### config.mk
export PLATFORM = sky130hd
export DESIGN_NAME = pcs_cfg_regs
export DESIGN_NICKNAME = d
export VERILOG_FILES = /design/src/pkg/pcs_pkg.sv /design/src/rtl/pcs_cfg_regs.sv
export SDC_FILE = /design/constraint.sdc
export NUM_CORES = 1
export LEC_CHECK = 0
export BUFFER_PORTS_ARGS = -buffer_cell sky130_fd_sc_hd__buf_2
export CELL_PAD_IN_SITES_DETAIL_PLACEMENT = 1
export CELL_PAD_IN_SITES_GLOBAL_PLACEMENT = 2
export CORE_AREA = 4 4 77 86
export DETAILED_ROUTE_END_ITERATION = 12
export DIE_AREA = 0 0 81 90
export PLACE_DENSITY = 0.79
export SYNTH_ARGS = -nofsm -noshare
export SYNTH_HDL_FRONTEND = slang
export SYNTH_SLANG_ARGS = --single-unit
### constraint.sdc
create_clock -name clk_sys -period 0.8 [get_ports clk_sys]
set_input_delay 0.12 -clock clk_sys [delete_from_list [all_inputs] [get_ports clk_sys]]
set_output_delay 0.12 -clock clk_sys [all_outputs]
set_load 0.005 [all_outputs]
### src/pkg/pcs_pkg.sv
`default_nettype none
package pcs_pkg;
    // ------------------------------------------------------------
    // register offsets (byte addresses of configuration words)
    // ------------------------------------------------------------
    localparam logic [7:0] PCS_OFF_ID  = 8'h00;
    localparam logic [7:0] PCS_OFF_CSR = 8'h04;

    // ------------------------------------------------------------
    // command/status field positions
    // ------------------------------------------------------------
    localparam int PCS_BIT_DPE     = 31;
    localparam int PCS_BIT_SSERR   = 30;
    localparam int PCS_BIT_RMA     = 29;
    localparam int PCS_BIT_RTA     = 28;
    localparam int PCS_BIT_STA     = 27;
    localparam int PCS_BIT_DSEL_HI = 26;
    localparam int PCS_BIT_DSEL_LO = 25;
    localparam int PCS_BIT_MDP     = 24;
    localparam int PCS_BIT_TBTB    = 23;
    localparam int PCS_BIT_MBTB    = 9;
    localparam int PCS_BIT_SERREN  = 8;
    localparam int PCS_BIT_WAIT    = 7;
    localparam int PCS_BIT_PARITY_ERROR_RESPONSE  = 6;

    // ------------------------------------------------------------
    // fixed and reset values
    // ------------------------------------------------------------
    localparam logic [1:0]  PCS_DSEL_MEDIUM = 2'h1;
    localparam logic        PCS_FLAG_RST    = 1'h0;
    localparam logic        PCS_EN_RST      = 1'h0;
    localparam logic        PCS_TBTB_VAL    = 1'h0;
    localparam logic        PCS_MBTB_VAL    = 1'h0;
    localparam logic [31:0] PCS_RD_NONE     = 32'h0000_0000;
endpackage : pcs_pkg
`default_nettype wire

### src/rtl/pcs_cfg_regs.sv
`default_nettype none
module pcs_cfg_regs
    import pcs_pkg::*;
#(
    parameter logic [15:0] VENDOR_ID = 16'h1234, // arbitrary value
    parameter logic [15:0] DEVICE_ID = 16'h5678  // arbitrary value
) (
    input  wire logic        clk_sys,
    input  wire logic        rstn,
    input  wire logic        cfg_rd,
    input  wire logic        cfg_wr,
    input  wire logic [7:0]  cfg_addr,
    input  wire logic [3:0]  cfg_be,
    input  wire logic [31:0] cfg_wdata,
    output logic      [31:0] cfg_rdata,
    input  wire logic        mst_data_perr,
    input  wire logic        mst_perr_seen,
    input  wire logic        mst_master_abort,
    input  wire logic        mst_target_abort,
    input  wire logic        tgt_addr_perr,
    input  wire logic        tgt_data_perr,
    input  wire logic        tgt_target_abort,
    output logic             serr_req,
    output logic             addr_perr_refuse,
    output logic             perr_allow
);
    // ------------------------------------------------------------
    // command bits
    // ------------------------------------------------------------
    logic system_error_enable_ff;
    logic parity_error_response_ff;
    logic wr_csr_lo;
    logic wr_csr_hi;
    logic wr_csr;

    assign wr_csr    = cfg_wr && (cfg_addr == PCS_OFF_CSR);
    assign wr_csr_lo = wr_csr && cfg_be[0];
    assign wr_csr_hi = wr_csr && cfg_be[1];

    // parity response lives in byte 0, serr enable in byte 1
    always_ff @(posedge clk_sys or negedge rstn) begin
        if (!rstn) begin
            parity_error_response_ff  <= PCS_EN_RST;
            system_error_enable_ff <= PCS_EN_RST;
        end else begin
            if (wr_csr_lo) begin
                parity_error_response_ff <= cfg_wdata[PCS_BIT_PARITY_ERROR_RESPONSE];
            end
            if (wr_csr_hi) begin
                system_error_enable_ff <= cfg_wdata[PCS_BIT_SERREN];
            end
        end
    end

    // ------------------------------------------------------------
    // error reporting outputs
    // ------------------------------------------------------------
    // serr needs both enables, so an address parity error is also refused
    assign addr_perr_refuse = parity_error_response_ff && system_error_enable_ff;
    assign serr_req         = tgt_addr_perr && parity_error_response_ff && system_error_enable_ff;
    assign perr_allow       = parity_error_response_ff;

    // ------------------------------------------------------------
    // sticky status flags, write one to clear, set wins over clear
    // ------------------------------------------------------------
    logic       clr_en;
    logic [7:0] flag_set;
    logic [7:0] flags_ff;   // [7]=dpe .. [0]=mdp, dsel slots unused

    assign clr_en = wr_csr && cfg_be[3];

    always_comb begin
        flag_set    = 8'h00;
        flag_set[7] = mst_data_perr || tgt_addr_perr || tgt_data_perr;
        flag_set[6] = serr_req;
        flag_set[5] = mst_master_abort;
        flag_set[4] = mst_target_abort;
        flag_set[3] = tgt_target_abort;
        flag_set[0] = parity_error_response_ff && mst_perr_seen;
    end

    genvar gi;
    generate
        for (gi = 0; gi < 8; gi++) begin : g_flag
            if (gi == 1 || gi == 2) begin : g_none
                assign flags_ff[gi] = 1'h0;  // device select slot, fixed
            end else begin : g_sticky
                logic bit_ff;
                always_ff @(posedge clk_sys or negedge rstn) begin
                    if (!rstn) begin
                        bit_ff <= PCS_FLAG_RST;
                    end else if (flag_set[gi]) begin
                        bit_ff <= 1'h1;
                    end else if (clr_en && cfg_wdata[PCS_BIT_MDP+gi]) begin
                        bit_ff <= 1'h0;
                    end
                end
                assign flags_ff[gi] = bit_ff;
            end
        end
    endgenerate

    // ------------------------------------------------------------
    // read data
    // ------------------------------------------------------------
    logic [31:0] csr_word;
    logic [31:0] nxt_rdata;

    always_comb begin
        csr_word = 32'h0000_0000;
        csr_word[PCS_BIT_DPE]   = flags_ff[7];
        csr_word[PCS_BIT_SSERR] = flags_ff[6];
        csr_word[PCS_BIT_RMA]   = flags_ff[5];
        csr_word[PCS_BIT_RTA]   = flags_ff[4];
        csr_word[PCS_BIT_STA]   = flags_ff[3];
        csr_word[PCS_BIT_DSEL_HI:PCS_BIT_DSEL_LO] = PCS_DSEL_MEDIUM;
        csr_word[PCS_BIT_MDP]   = flags_ff[0];
        csr_word[PCS_BIT_TBTB]  = PCS_TBTB_VAL;
        csr_word[PCS_BIT_MBTB]  = PCS_MBTB_VAL;
        csr_word[PCS_BIT_SERREN] = system_error_enable_ff;
        csr_word[PCS_BIT_PARITY_ERROR_RESPONSE] = parity_error_response_ff;
        if (cfg_addr == PCS_OFF_ID) begin
            nxt_rdata = {DEVICE_ID, VENDOR_ID};
        end else if (cfg_addr == PCS_OFF_CSR) begin
            nxt_rdata = csr_word;
        end else begin
            nxt_rdata = PCS_RD_NONE;
        end
    end

    // data registered one cycle after the read strobe
    always_ff @(posedge clk_sys or negedge rstn) begin
        if (!rstn) begin
            cfg_rdata <= PCS_RD_NONE;
        end else if (cfg_rd) begin
            cfg_rdata <= nxt_rdata;
        end
    end
endmodule : pcs_cfg_regs
`default_nettype wire

-- Yosys cells after proc, flatten, opt, wreduce, memory -nomap -nowiden
Cells that the tools add are included.
- flip-flop bits (word level): 40
- input bits: 55
- bits in read-only memories: 0
- memories kept: 0
- memory bits (writable): 0
- latch bits: 0
- add/subtract/negate cells: 0
- $lt $le $gt $ge: 0
- divide/modulo/power cells: 0
- multiply operators: 0
- equality and inequality tests: 1
- shift operators: 0
- reduce and logical (&&, ||, !) cells: 23
- mux-type cells: 14
- bitwise logic cells: 0
- operators with widths (cell ; count):
    2-to-1 mux 32 bit ; 2
    logical AND 1 bit ; 14
    2-to-1 mux 1 bit ; 12
    nonzero test 2 bit ; 6
    equality test 8 x 3 -> 1 bit, second input constant ; 1
    logical NOT 8 bit ; 1
    logical OR 1 bit ; 2

-- Logic depth before layout (Yosys ltp)
Gate-level depths: netlist of run 1.
- word-level depth: 6
- mapped depth: 4

-- Least setup slack after synthesis of run 1
OpenSTA, ideal clock, no wires.
- kind: in2reg
- start: input cfg_addr[4]
- end: register g_flag[7].g_sticky.bit_ff
- buffers on the path: 1
- stages: 4
- arrival time: 1.074 ns
- setup slack: -0.403 ns
- required time: 0.671 ns
- cell sequence: nor4_4 > buf_6 > nand4_1 > a2111o_1
- longest elaborated chain between the ends: 5
- RTL lines (item ; line ; text):
    from (decl) ; pcs_cfg_regs.sv:12 ; input wire logic [7:0] cfg_addr,
    equality test 8 x 3 -> 1 bit ; pcs_cfg_regs.sv:36 ; assign wr_csr = cfg_wr && (cfg_addr == PCS_OFF_CSR);
    logical AND 1 bit ; pcs_cfg_regs.sv:36 ;
    logical AND 1 bit ; pcs_cfg_regs.sv:70 ; assign clr_en = wr_csr && cfg_be[3];
    logical AND 1 bit ; pcs_cfg_regs.sv:94 ; end else if (clr_en && cfg_wdata[PCS_BIT_MDP+gi]) begin
    nonzero test 2 bit (no source line) ; n/a ;
    to (signal assigned) ; pcs_cfg_regs.sv:91 ; bit_ff <= PCS_FLAG_RST;
    to (signal assigned) ; pcs_cfg_regs.sv:93 ; bit_ff <= 1'h1;
    to (signal assigned) ; pcs_cfg_regs.sv:95 ; bit_ff <= 1'h0;
    to (decl) ; pcs_cfg_regs.sv:88 ; logic bit_ff;
Every way passes these cells.
A chain may end at the register's enable or synchronous reset.

-- Final worst setup path of run 1
- start: register parity_error_response_ff, in the netlist perr_allow
- end: output serr_req
- longest elaborated chain between the ends: 2
- RTL lines (item ; line ; text):
    from (decl) ; pcs_cfg_regs.sv:31 ; logic parity_error_response_ff;
    from (signal assigned) ; pcs_cfg_regs.sv:47 ; parity_error_response_ff <= cfg_wdata[PCS_BIT_PARITY_ERROR_RESPONSE];
    logical AND 1 bit (2 in a row) ; pcs_cfg_regs.sv:60 ; assign serr_req = tgt_addr_perr && parity_error_response_ff && system_error_enable_ff;
    to (decl) ; pcs_cfg_regs.sv:23 ; output logic serr_req,
Every way passes these cells.

==> reports/summary.log, run 1 <==
INFO  critical_path  timing.critical_path.from_type=flop
INFO  clock_tree     clock_sinks=18
INFO  critical_path  critical_path_buf_inv_count=1
INFO  sta            post_route_clock_period_utilization=1.36
INFO  global_route   gr-usage-all-layers=0.0794
INFO  critical_path  worstPathRequired=680ps
INFO  placement      io_buffers=51
INFO  critical_path  r2r_cells=3
INFO  pwr            ir_drop=0.517mV
INFO  yosys          synth_area=963µm²
INFO  critical_path  timing_worst_setup_path_type=reg2out
INFO  critical_path  cp_cell_sequence=and3_4 -> buf_6
INFO  placement      preCtsSetupSlack=-556ps
INFO  drt            postRouteWirelength=2820µm
INFO  global_route   grt_pass1_vias=892
INFO  layout         insertedDiodeCount=0
INFO  clock_tree     cts_htree_levels=1
INFO  global_route   antenna_found_initial=0
INFO  yosys          ys_seq_elements=18
INFO  sta            post_layout_min_period=1090ps
INFO  layout         layoutNonFillerInstCount=226
INFO  layout         mostFrequentLayoutCell=sky130_fd_sc_hd__buf_2
INFO  placement      dpl.cell_count=212
INFO  floorplanning  die-height=90µm
INFO  global_route   remaining_global_route_overflow=0
INFO  layout         layout_common_cells=sky130_fd_sc_hd__buf_2 (48), sky130_fd_sc_hd__dfrtp_1 (17), sky130_fd_sc_hd__buf_4 (17)
INFO  drt            num_vias=847
INFO  worst_hold_path hold_path_class=in2reg
INFO  drt            initialDrtViolationCount=19
INFO  sta            final_number_of_hold_violating_endpoints=0
INFO  clock_tree     tritoncts_clock_tree=built
INFO  layout         fill_cell_instance_count_of_the_final_layout=704
INFO  critical_path  worst-path-max-fanout=4
INFO  yosys          yosys_warnings=0
INFO  critical_path  cp_slowest_stage_delay=410ps
INFO  sta            setup-violations-final=39
INFO  floorplanning  floorplan.die.width=81µm
INFO  critical_path  setup.reg_to_reg.worst_slack=-170ps
INFO  sta            fin_tns_setup=-5210ps
INFO  floorplanning  boundaryPins=90
INFO  critical_path  critical_path.reg2reg.endpoint=g_flag[6].g_sticky.bit_ff
INFO  layout         num-nets-final=205
INFO  drt            detail_route.drc_violations=0
INFO  sta            rsz0062_at_grt=true
INFO  layout         layout.cell_area.non_filler=0.00143mm²
INFO  layout         post_route_cells_drive_above_1_share=0.570
INFO  clock_tree     clk_path_buf_depth=2
INFO  run_status     run_status=finished with violations
INFO  run_status     failed_checks=setup timing
INFO  clock_tree     clock_latency=250ps
INFO  sta            setup_ws=-287ps
INFO  floorplanning  rows=29
INFO  drt            first_pass_iters=3
INFO  worst_hold_path hp-start=mst_target_abort
INFO  critical_path  critical_path.endpoint_type=primary output
INFO  clock_tree     clockRootBuffer=sky130_fd_sc_hd__clkbuf_8
INFO  critical_path  reg2reg_from=perr_allow
INFO  sta            timing_max_transition_violations_final=0
INFO  floorplanning  die-area=0.00729mm²
INFO  flow_run       maxCapViolCount=0
INFO  worst_hold_path hold_depth=2
INFO  worst_hold_path hold_path_end=g_flag[4].g_sticky.bit_ff
INFO  pwr            cellPowerDensity=1340mW/mm²
INFO  yosys          synth-seq-area-share=0.468
INFO  sta            timing.clock.skew=3.99ps
INFO  placement      post-dp-hpwl=2330µm
INFO  critical_path  crit_family=flip-flops
INFO  yosys          synthesis.instances=88
INFO  drt            via_per_inst=3.75
INFO  placement      place.gp.congestion=0.707
INFO  global_route   grt_first_pass_wirelength=4460µm
INFO  clock_tree     worst_setup_hold_path_clk_slew=70ps
INFO  yosys          synthesis.area_per_instance=10.9µm²
INFO  critical_path  slowest_library_cell_on_the_worst_path=sky130_fd_sc_hd__dfrtp_1
INFO  floorplanning  initial_utilization=0.168
INFO  yosys          yosys.cell_types.count=20
INFO  global_route   grt_max_degree=19
INFO  critical_path  critPathLaunch=perr_allow
INFO  layout         areaGrowthSynthToFinish=48.7%
INFO  drt            post_drt_wl_per_cell=12.5µm
INFO  clock_tree     cts_bufs_inserted=3
INFO  critical_path  worst-endpoint-arrival=970ps
INFO  floorplanning  floorplan.core_area=0.00573mm²
INFO  sta            fmax=920MHz
INFO  pwr            leakage=0.746nW
INFO  placement      placement.cell_area=0.00124mm²
INFO  drt            drt_antenna_net_count=0
## layer usage
layer / wire length, µm / global-route usage / up-vias
met5: 0 / 0 / -
met4: 0 / 0.00845 / 0
met3: 352 / 0.0400 / 0
met2: 1350 / 0.132 / 50
met1: 1120 / 0.0942 / 395
li1: - / - / 402
## cells in the mapped netlist
master | count | area share
sky130_fd_sc_hd__a2111o_1 | 1 | 0.012
sky130_fd_sc_hd__a21o_1 | 4 | 0.031
sky130_fd_sc_hd__a22o_1 | 7 | 0.064
sky130_fd_sc_hd__and2_1 | 2 | 0.013
sky130_fd_sc_hd__and3_1 | 2 | 0.013
sky130_fd_sc_hd__and4_2 | 1 | 0.010
sky130_fd_sc_hd__buf_2 | 2 | 0.010
sky130_fd_sc_hd__buf_4 | 22 | 0.17
sky130_fd_sc_hd__buf_6 | 2 | 0.023
sky130_fd_sc_hd__conb_1 | 1 | 0.0039
sky130_fd_sc_hd__dfrtp_1 | 18 | 0.47
sky130_fd_sc_hd__inv_1 | 5 | 0.019
sky130_fd_sc_hd__mux2_2 | 2 | 0.023
sky130_fd_sc_hd__nand2_1 | 1 | 0.0039
sky130_fd_sc_hd__nand3_1 | 2 | 0.010
sky130_fd_sc_hd__nand4_1 | 8 | 0.052
sky130_fd_sc_hd__nor3_2 | 1 | 0.010
sky130_fd_sc_hd__nor4_4 | 1 | 0.022
sky130_fd_sc_hd__o2111ai_1 | 2 | 0.018
sky130_fd_sc_hd__o21ai_0 | 4 | 0.021
## per-stage QoR
stage                      util  power [mW]  hold WS, ps
after floorplan               -        1.07         -176
after global routing      0.250        2.03         43.4
after CTS                 0.247        1.95         40.2
after global placement    0.216        1.16         82.9
after detailed placement  0.216        1.17         88.4
final                     0.250        1.92         43.3
## worst max-delay path by stage
stage | cells after the start | end | slack [ps]
final | 2 | serr_req | -290
after global routing | 2 | serr_req | -340
after CTS | 2 | serr_req | -300
after detailed placement | 4 | g_flag[7].g_sticky.bit_ff | -560
after global placement | 4 | g_flag[7].g_sticky.bit_ff | -440
after floorplan | 4 | g_flag[7].g_sticky.bit_ff | -350
## kinds of logic (layout without fill, tap and decap cells)
logic type      Yosys count  after routing  synth area share
other cells               1             13           0.00389
buf+inv                  31             80             0.225
flops                    18             18             0.468
simple gates             18             18             0.135
mux                       2              2            0.0234
compound gates           18             18             0.145
## power breakdown
group	switching (mW)	internal [mW]	total [mW]
combinational	0.118	0.114	0.232
clock	0.304	0.437	0.741
sequential	0.0147	0.929	0.944
total	0.437	1.48	1.92
## final cells by class
cell class | instances | area, µm² | area share
flip-flops and latches | 18 | 452 | 0.315
repair buffers | 71 | 434 | 0.303
multi-input cells | 51 | 377 | 0.263
well taps | 77 | 96.3 | 0.0672
clock buffers | 4 | 55.1 | 0.0384
inverters | 5 | 18.8 | 0.0131
## flip-flops by register name (all words and copies together) (netlist names)
name and flops:
cfg_rdata 10, g_flag.g_sticky.bit_ff 6, perr_allow 1, system_error_enable_ff 1
## repair_timing
action,in CTS,in global routing
pin swaps,7,5
cloned,0,0
hold endpoints to repair,18,0
resized for setup,10,3
hold buffers,1,0
endpoints found under the setup margin,40,40
setup buffers,9,0
(Power assumes the default switching activity.)
==> run 2, diff against run 1 <==
- CORE_AREA: 4 4 77 86 -> 4 4 73 82
- DIE_AREA: 0 0 81 90 -> 0 0 77 86
- PLACE_DENSITY: 0.79 -> 0.83
- clock period: 0.8 -> 1.15 ns (I/O delays scaled with it)
==> reports/summary.log, run 2 (synthesis gave the netlist of run 1 again) <==
INFO  global_route   fraction_of_met3_tracks_used_by_global_routing=0.0294 [-0.0106]
INFO  worst_hold_path hp-start=mst_master_abort
INFO  drt            detail_route.drc_violations=0 [unchanged]
INFO  layout         fill_cell_instance_count_of_the_final_layout=618 [-12%]
INFO  placement      io_buffers=51 [unchanged]
INFO  placement      place.gp.congestion=0.720 [+1.9%]
INFO  global_route   grt_max_degree=19 [unchanged]
INFO  drt            first_pass_iters=3 [unchanged]
INFO  layout         largestRegisters=cfg_rdata (10), g_flag.g_sticky.bit_ff (6)
INFO  sta            timing_max_transition_violations_final=0 [unchanged]
INFO  sta            post_route_clock_period_utilization=0.978
INFO  floorplanning  floorplan.core_area=0.00522mm² [-8.9%]
INFO  floorplanning  die-height=86µm [-4.4%]
INFO  pwr            ir_drop=0.356mV [-31%]
INFO  sta            timing.clock.skew=1.03ps [-2.96 ps]
INFO  drt            post_drt_wl_per_cell=13.5µm [+8.0%]
INFO  clock_tree     clock_latency=250ps [about the same]
INFO  drt            drt_antenna_net_count=0 [unchanged]
INFO  clock_tree     tritoncts_clock_tree=built
INFO  sta            worst_hold_slack=96.1ps [+52.9 ps]
INFO  floorplanning  die-area=0.00662mm² [-9.2%]
INFO  pwr            leakage=0.696nW [-6.7%]
INFO  sta            post_layout_min_period=1120ps
INFO  layout         post-route-util=0.249 [-0.000610]
INFO  sta            setup-violations-final=0 [-100%]
INFO  floorplanning  boundaryPins=90 [unchanged]
INFO  floorplanning  initial_utilization=0.185 [+0.0165]
INFO  critical_path  slowest_library_cell_on_the_worst_path=sky130_fd_sc_hd__dfrtp_1
INFO  worst_hold_path hold_path_class=in2reg
INFO  layout         largest_register_ff_count=10 [unchanged]
INFO  clock_tree     clk_path_buf_depth=2 [unchanged]
INFO  critical_path  cp_slowest_stage_delay=400ps [about the same]
INFO  sta            setup_ws=25.5ps [+313 ps]
INFO  critical_path  cp_cell_sequence=and3_4 -> buf_6
INFO  drt            initialDrtViolationCount=27 [+8]
INFO  sta            final_number_of_hold_violating_endpoints=0 [unchanged]
INFO  pwr            cellPowerDensity=1010mW/mm² [-25%]
INFO  layout         mostFrequentLayoutCell=sky130_fd_sc_hd__buf_2
INFO  global_route   gr-usage-all-layers=0.0835 [+0.00413]
INFO  layout         num-nets-final=197 [-3.9%]
INFO  floorplanning  floorplan.die.width=77µm [-4.9%]
INFO  clock_tree     clock_sinks=18 [unchanged]
INFO  placement      post-dp-hpwl=2200µm [-5.3%]
INFO  clock_tree     clockRootBuffer=sky130_fd_sc_hd__clkbuf_8
INFO  critical_path  critPathLaunch=perr_allow
INFO  global_route   groute.layer.met1.usage=0.0960 [+0.00185]
INFO  placement      preCtsSetupSlack=-156ps [+400 ps]
INFO  placement      dpl.cell_count=193 [-9.0%]
INFO  global_route   globalRouteMet2Util=0.144 [+0.0127]
INFO  drt            via_per_inst=4.01 [+7.0%]
INFO  drt            postRouteWirelength=2710µm [-4.0%]
INFO  critical_path  worst-path-max-fanout=3 [-1]
INFO  run_status     run_status=complete, no violations
INFO  critical_path  worstPathRequired=980ps [+300 ps]
INFO  clock_tree     cts_bufs_inserted=3 [unchanged]
INFO  sta            rsz0062_at_grt=true
INFO  pwr            total_power=1.31mW [-32%]
INFO  critical_path  reg2reg_from=perr_allow
INFO  clock_tree     cts_htree_levels=1 [unchanged]
INFO  flow_run       maxCapViolCount=0 [unchanged]
INFO  floorplanning  rows=28 [-3.4%]
INFO  critical_path  critical_path.endpoint_type=primary output
INFO  global_route   grt-busiest-layer=met2
INFO  layout         largest_register=cfg_rdata
INFO  critical_path  timing.critical_path.from_type=flop
INFO  drt            num_vias=806 [-4.8%]
INFO  layout         layoutNonFillerInstCount=201 [-11%]
INFO  sta            fmax=889MHz
INFO  global_route   grt_first_pass_wirelength=4310µm [-3.4%]
INFO  global_route   grt_pass1_vias=886 [-0.67%]
INFO  layout         areaGrowthSynthToFinish=35.1%
INFO  layout         insertedDiodeCount=0 [unchanged]
INFO  critical_path  worst-endpoint-arrival=950ps [-20 ps]
INFO  layout         post_route_cells_drive_above_1_share=0.518 [-0.0527]
INFO  clock_tree     worst_setup_hold_path_clk_slew=70ps [about the same]
INFO  global_route   remaining_global_route_overflow=0 [unchanged]
INFO  layout         layout_common_cells=sky130_fd_sc_hd__buf_2 (50), sky130_fd_sc_hd__dfrtp_1 (17), sky130_fd_sc_hd__conb_1 (13)
INFO  global_route   antenna_found_initial=0 [unchanged]
INFO  critical_path  timing_worst_setup_path_type=reg2out
run 2: stage by stage:
| step | instance area, µm² | TNS, ps |
|---|---|---|
| 2_1_floorplan | 1010 | -52.0 |
| 3_3_place_gp | 1200 | -1080 |
| 3_5_place_dp | 1200 | -1340 |
| 4_1_cts | 1290 | 0 |
| 5_1_grt | 1300 | -10.1 |
| 6_report | 1300 | 0 |
run 2: layout make-up:
cell class / count / area [µm²] / area share
sequential: 18 / 452 / 0.347
inverter: 5 / 18.8 / 0.0144
tap: 60 / 75.1 / 0.0577
clock buffer: 4 / 55.1 / 0.0423
timing repair buffer: 63 / 354 / 0.272
multi-input combinational: 51 / 347 / 0.266
run 2: repair_timing:
item                       4_1_cts  5_1_grt
hold endpoints to repair        18        0
buffers inserted                 3        0
cloned                           0        0
setup endpoints to repair        2       11
gates resized for setup          1        2
hold buffers                     1        0
run 2: critical path: cells and delay by family (launching register included):
| family | cells | cell delay [ps] |
|---|---|---|
| buf+inv | 1 | 110 |
| flops | 1 | 400 |
| simple gates | 1 | 190 |
run 2: power by group:
| group | internal (mW) | total (mW) | switching (mW) |
|---|---|---|---|
| logic | 0.0682 | 0.144 | 0.0753 |
| clock network | 0.304 | 0.514 | 0.210 |
| registers | 0.646 | 0.655 | 0.00883 |
run 2: path summary, 6_finish.rpt:
check	slack, ps	endpoint	cells after the start
min in group asynchronous	390	cfg_rdata[6]	2
max	30	serr_req	2
min reg2reg	480	g_flag[5].g_sticky.bit_ff	1
max in group asynchronous	450	cfg_rdata[26]	2
min	100	g_flag[5].g_sticky.bit_ff	2
max reg2reg	220	perr_allow	2
run 2: metal layers:
layer  routed length [µm]  share of wire  vias to the layer above
li1                     -              -                      384
met1                 1090           0.40                      378
met2                 1370           0.51                       42
met3                  238          0.088                        2
met4                   11         0.0041                        0
met5                    0              0                        -
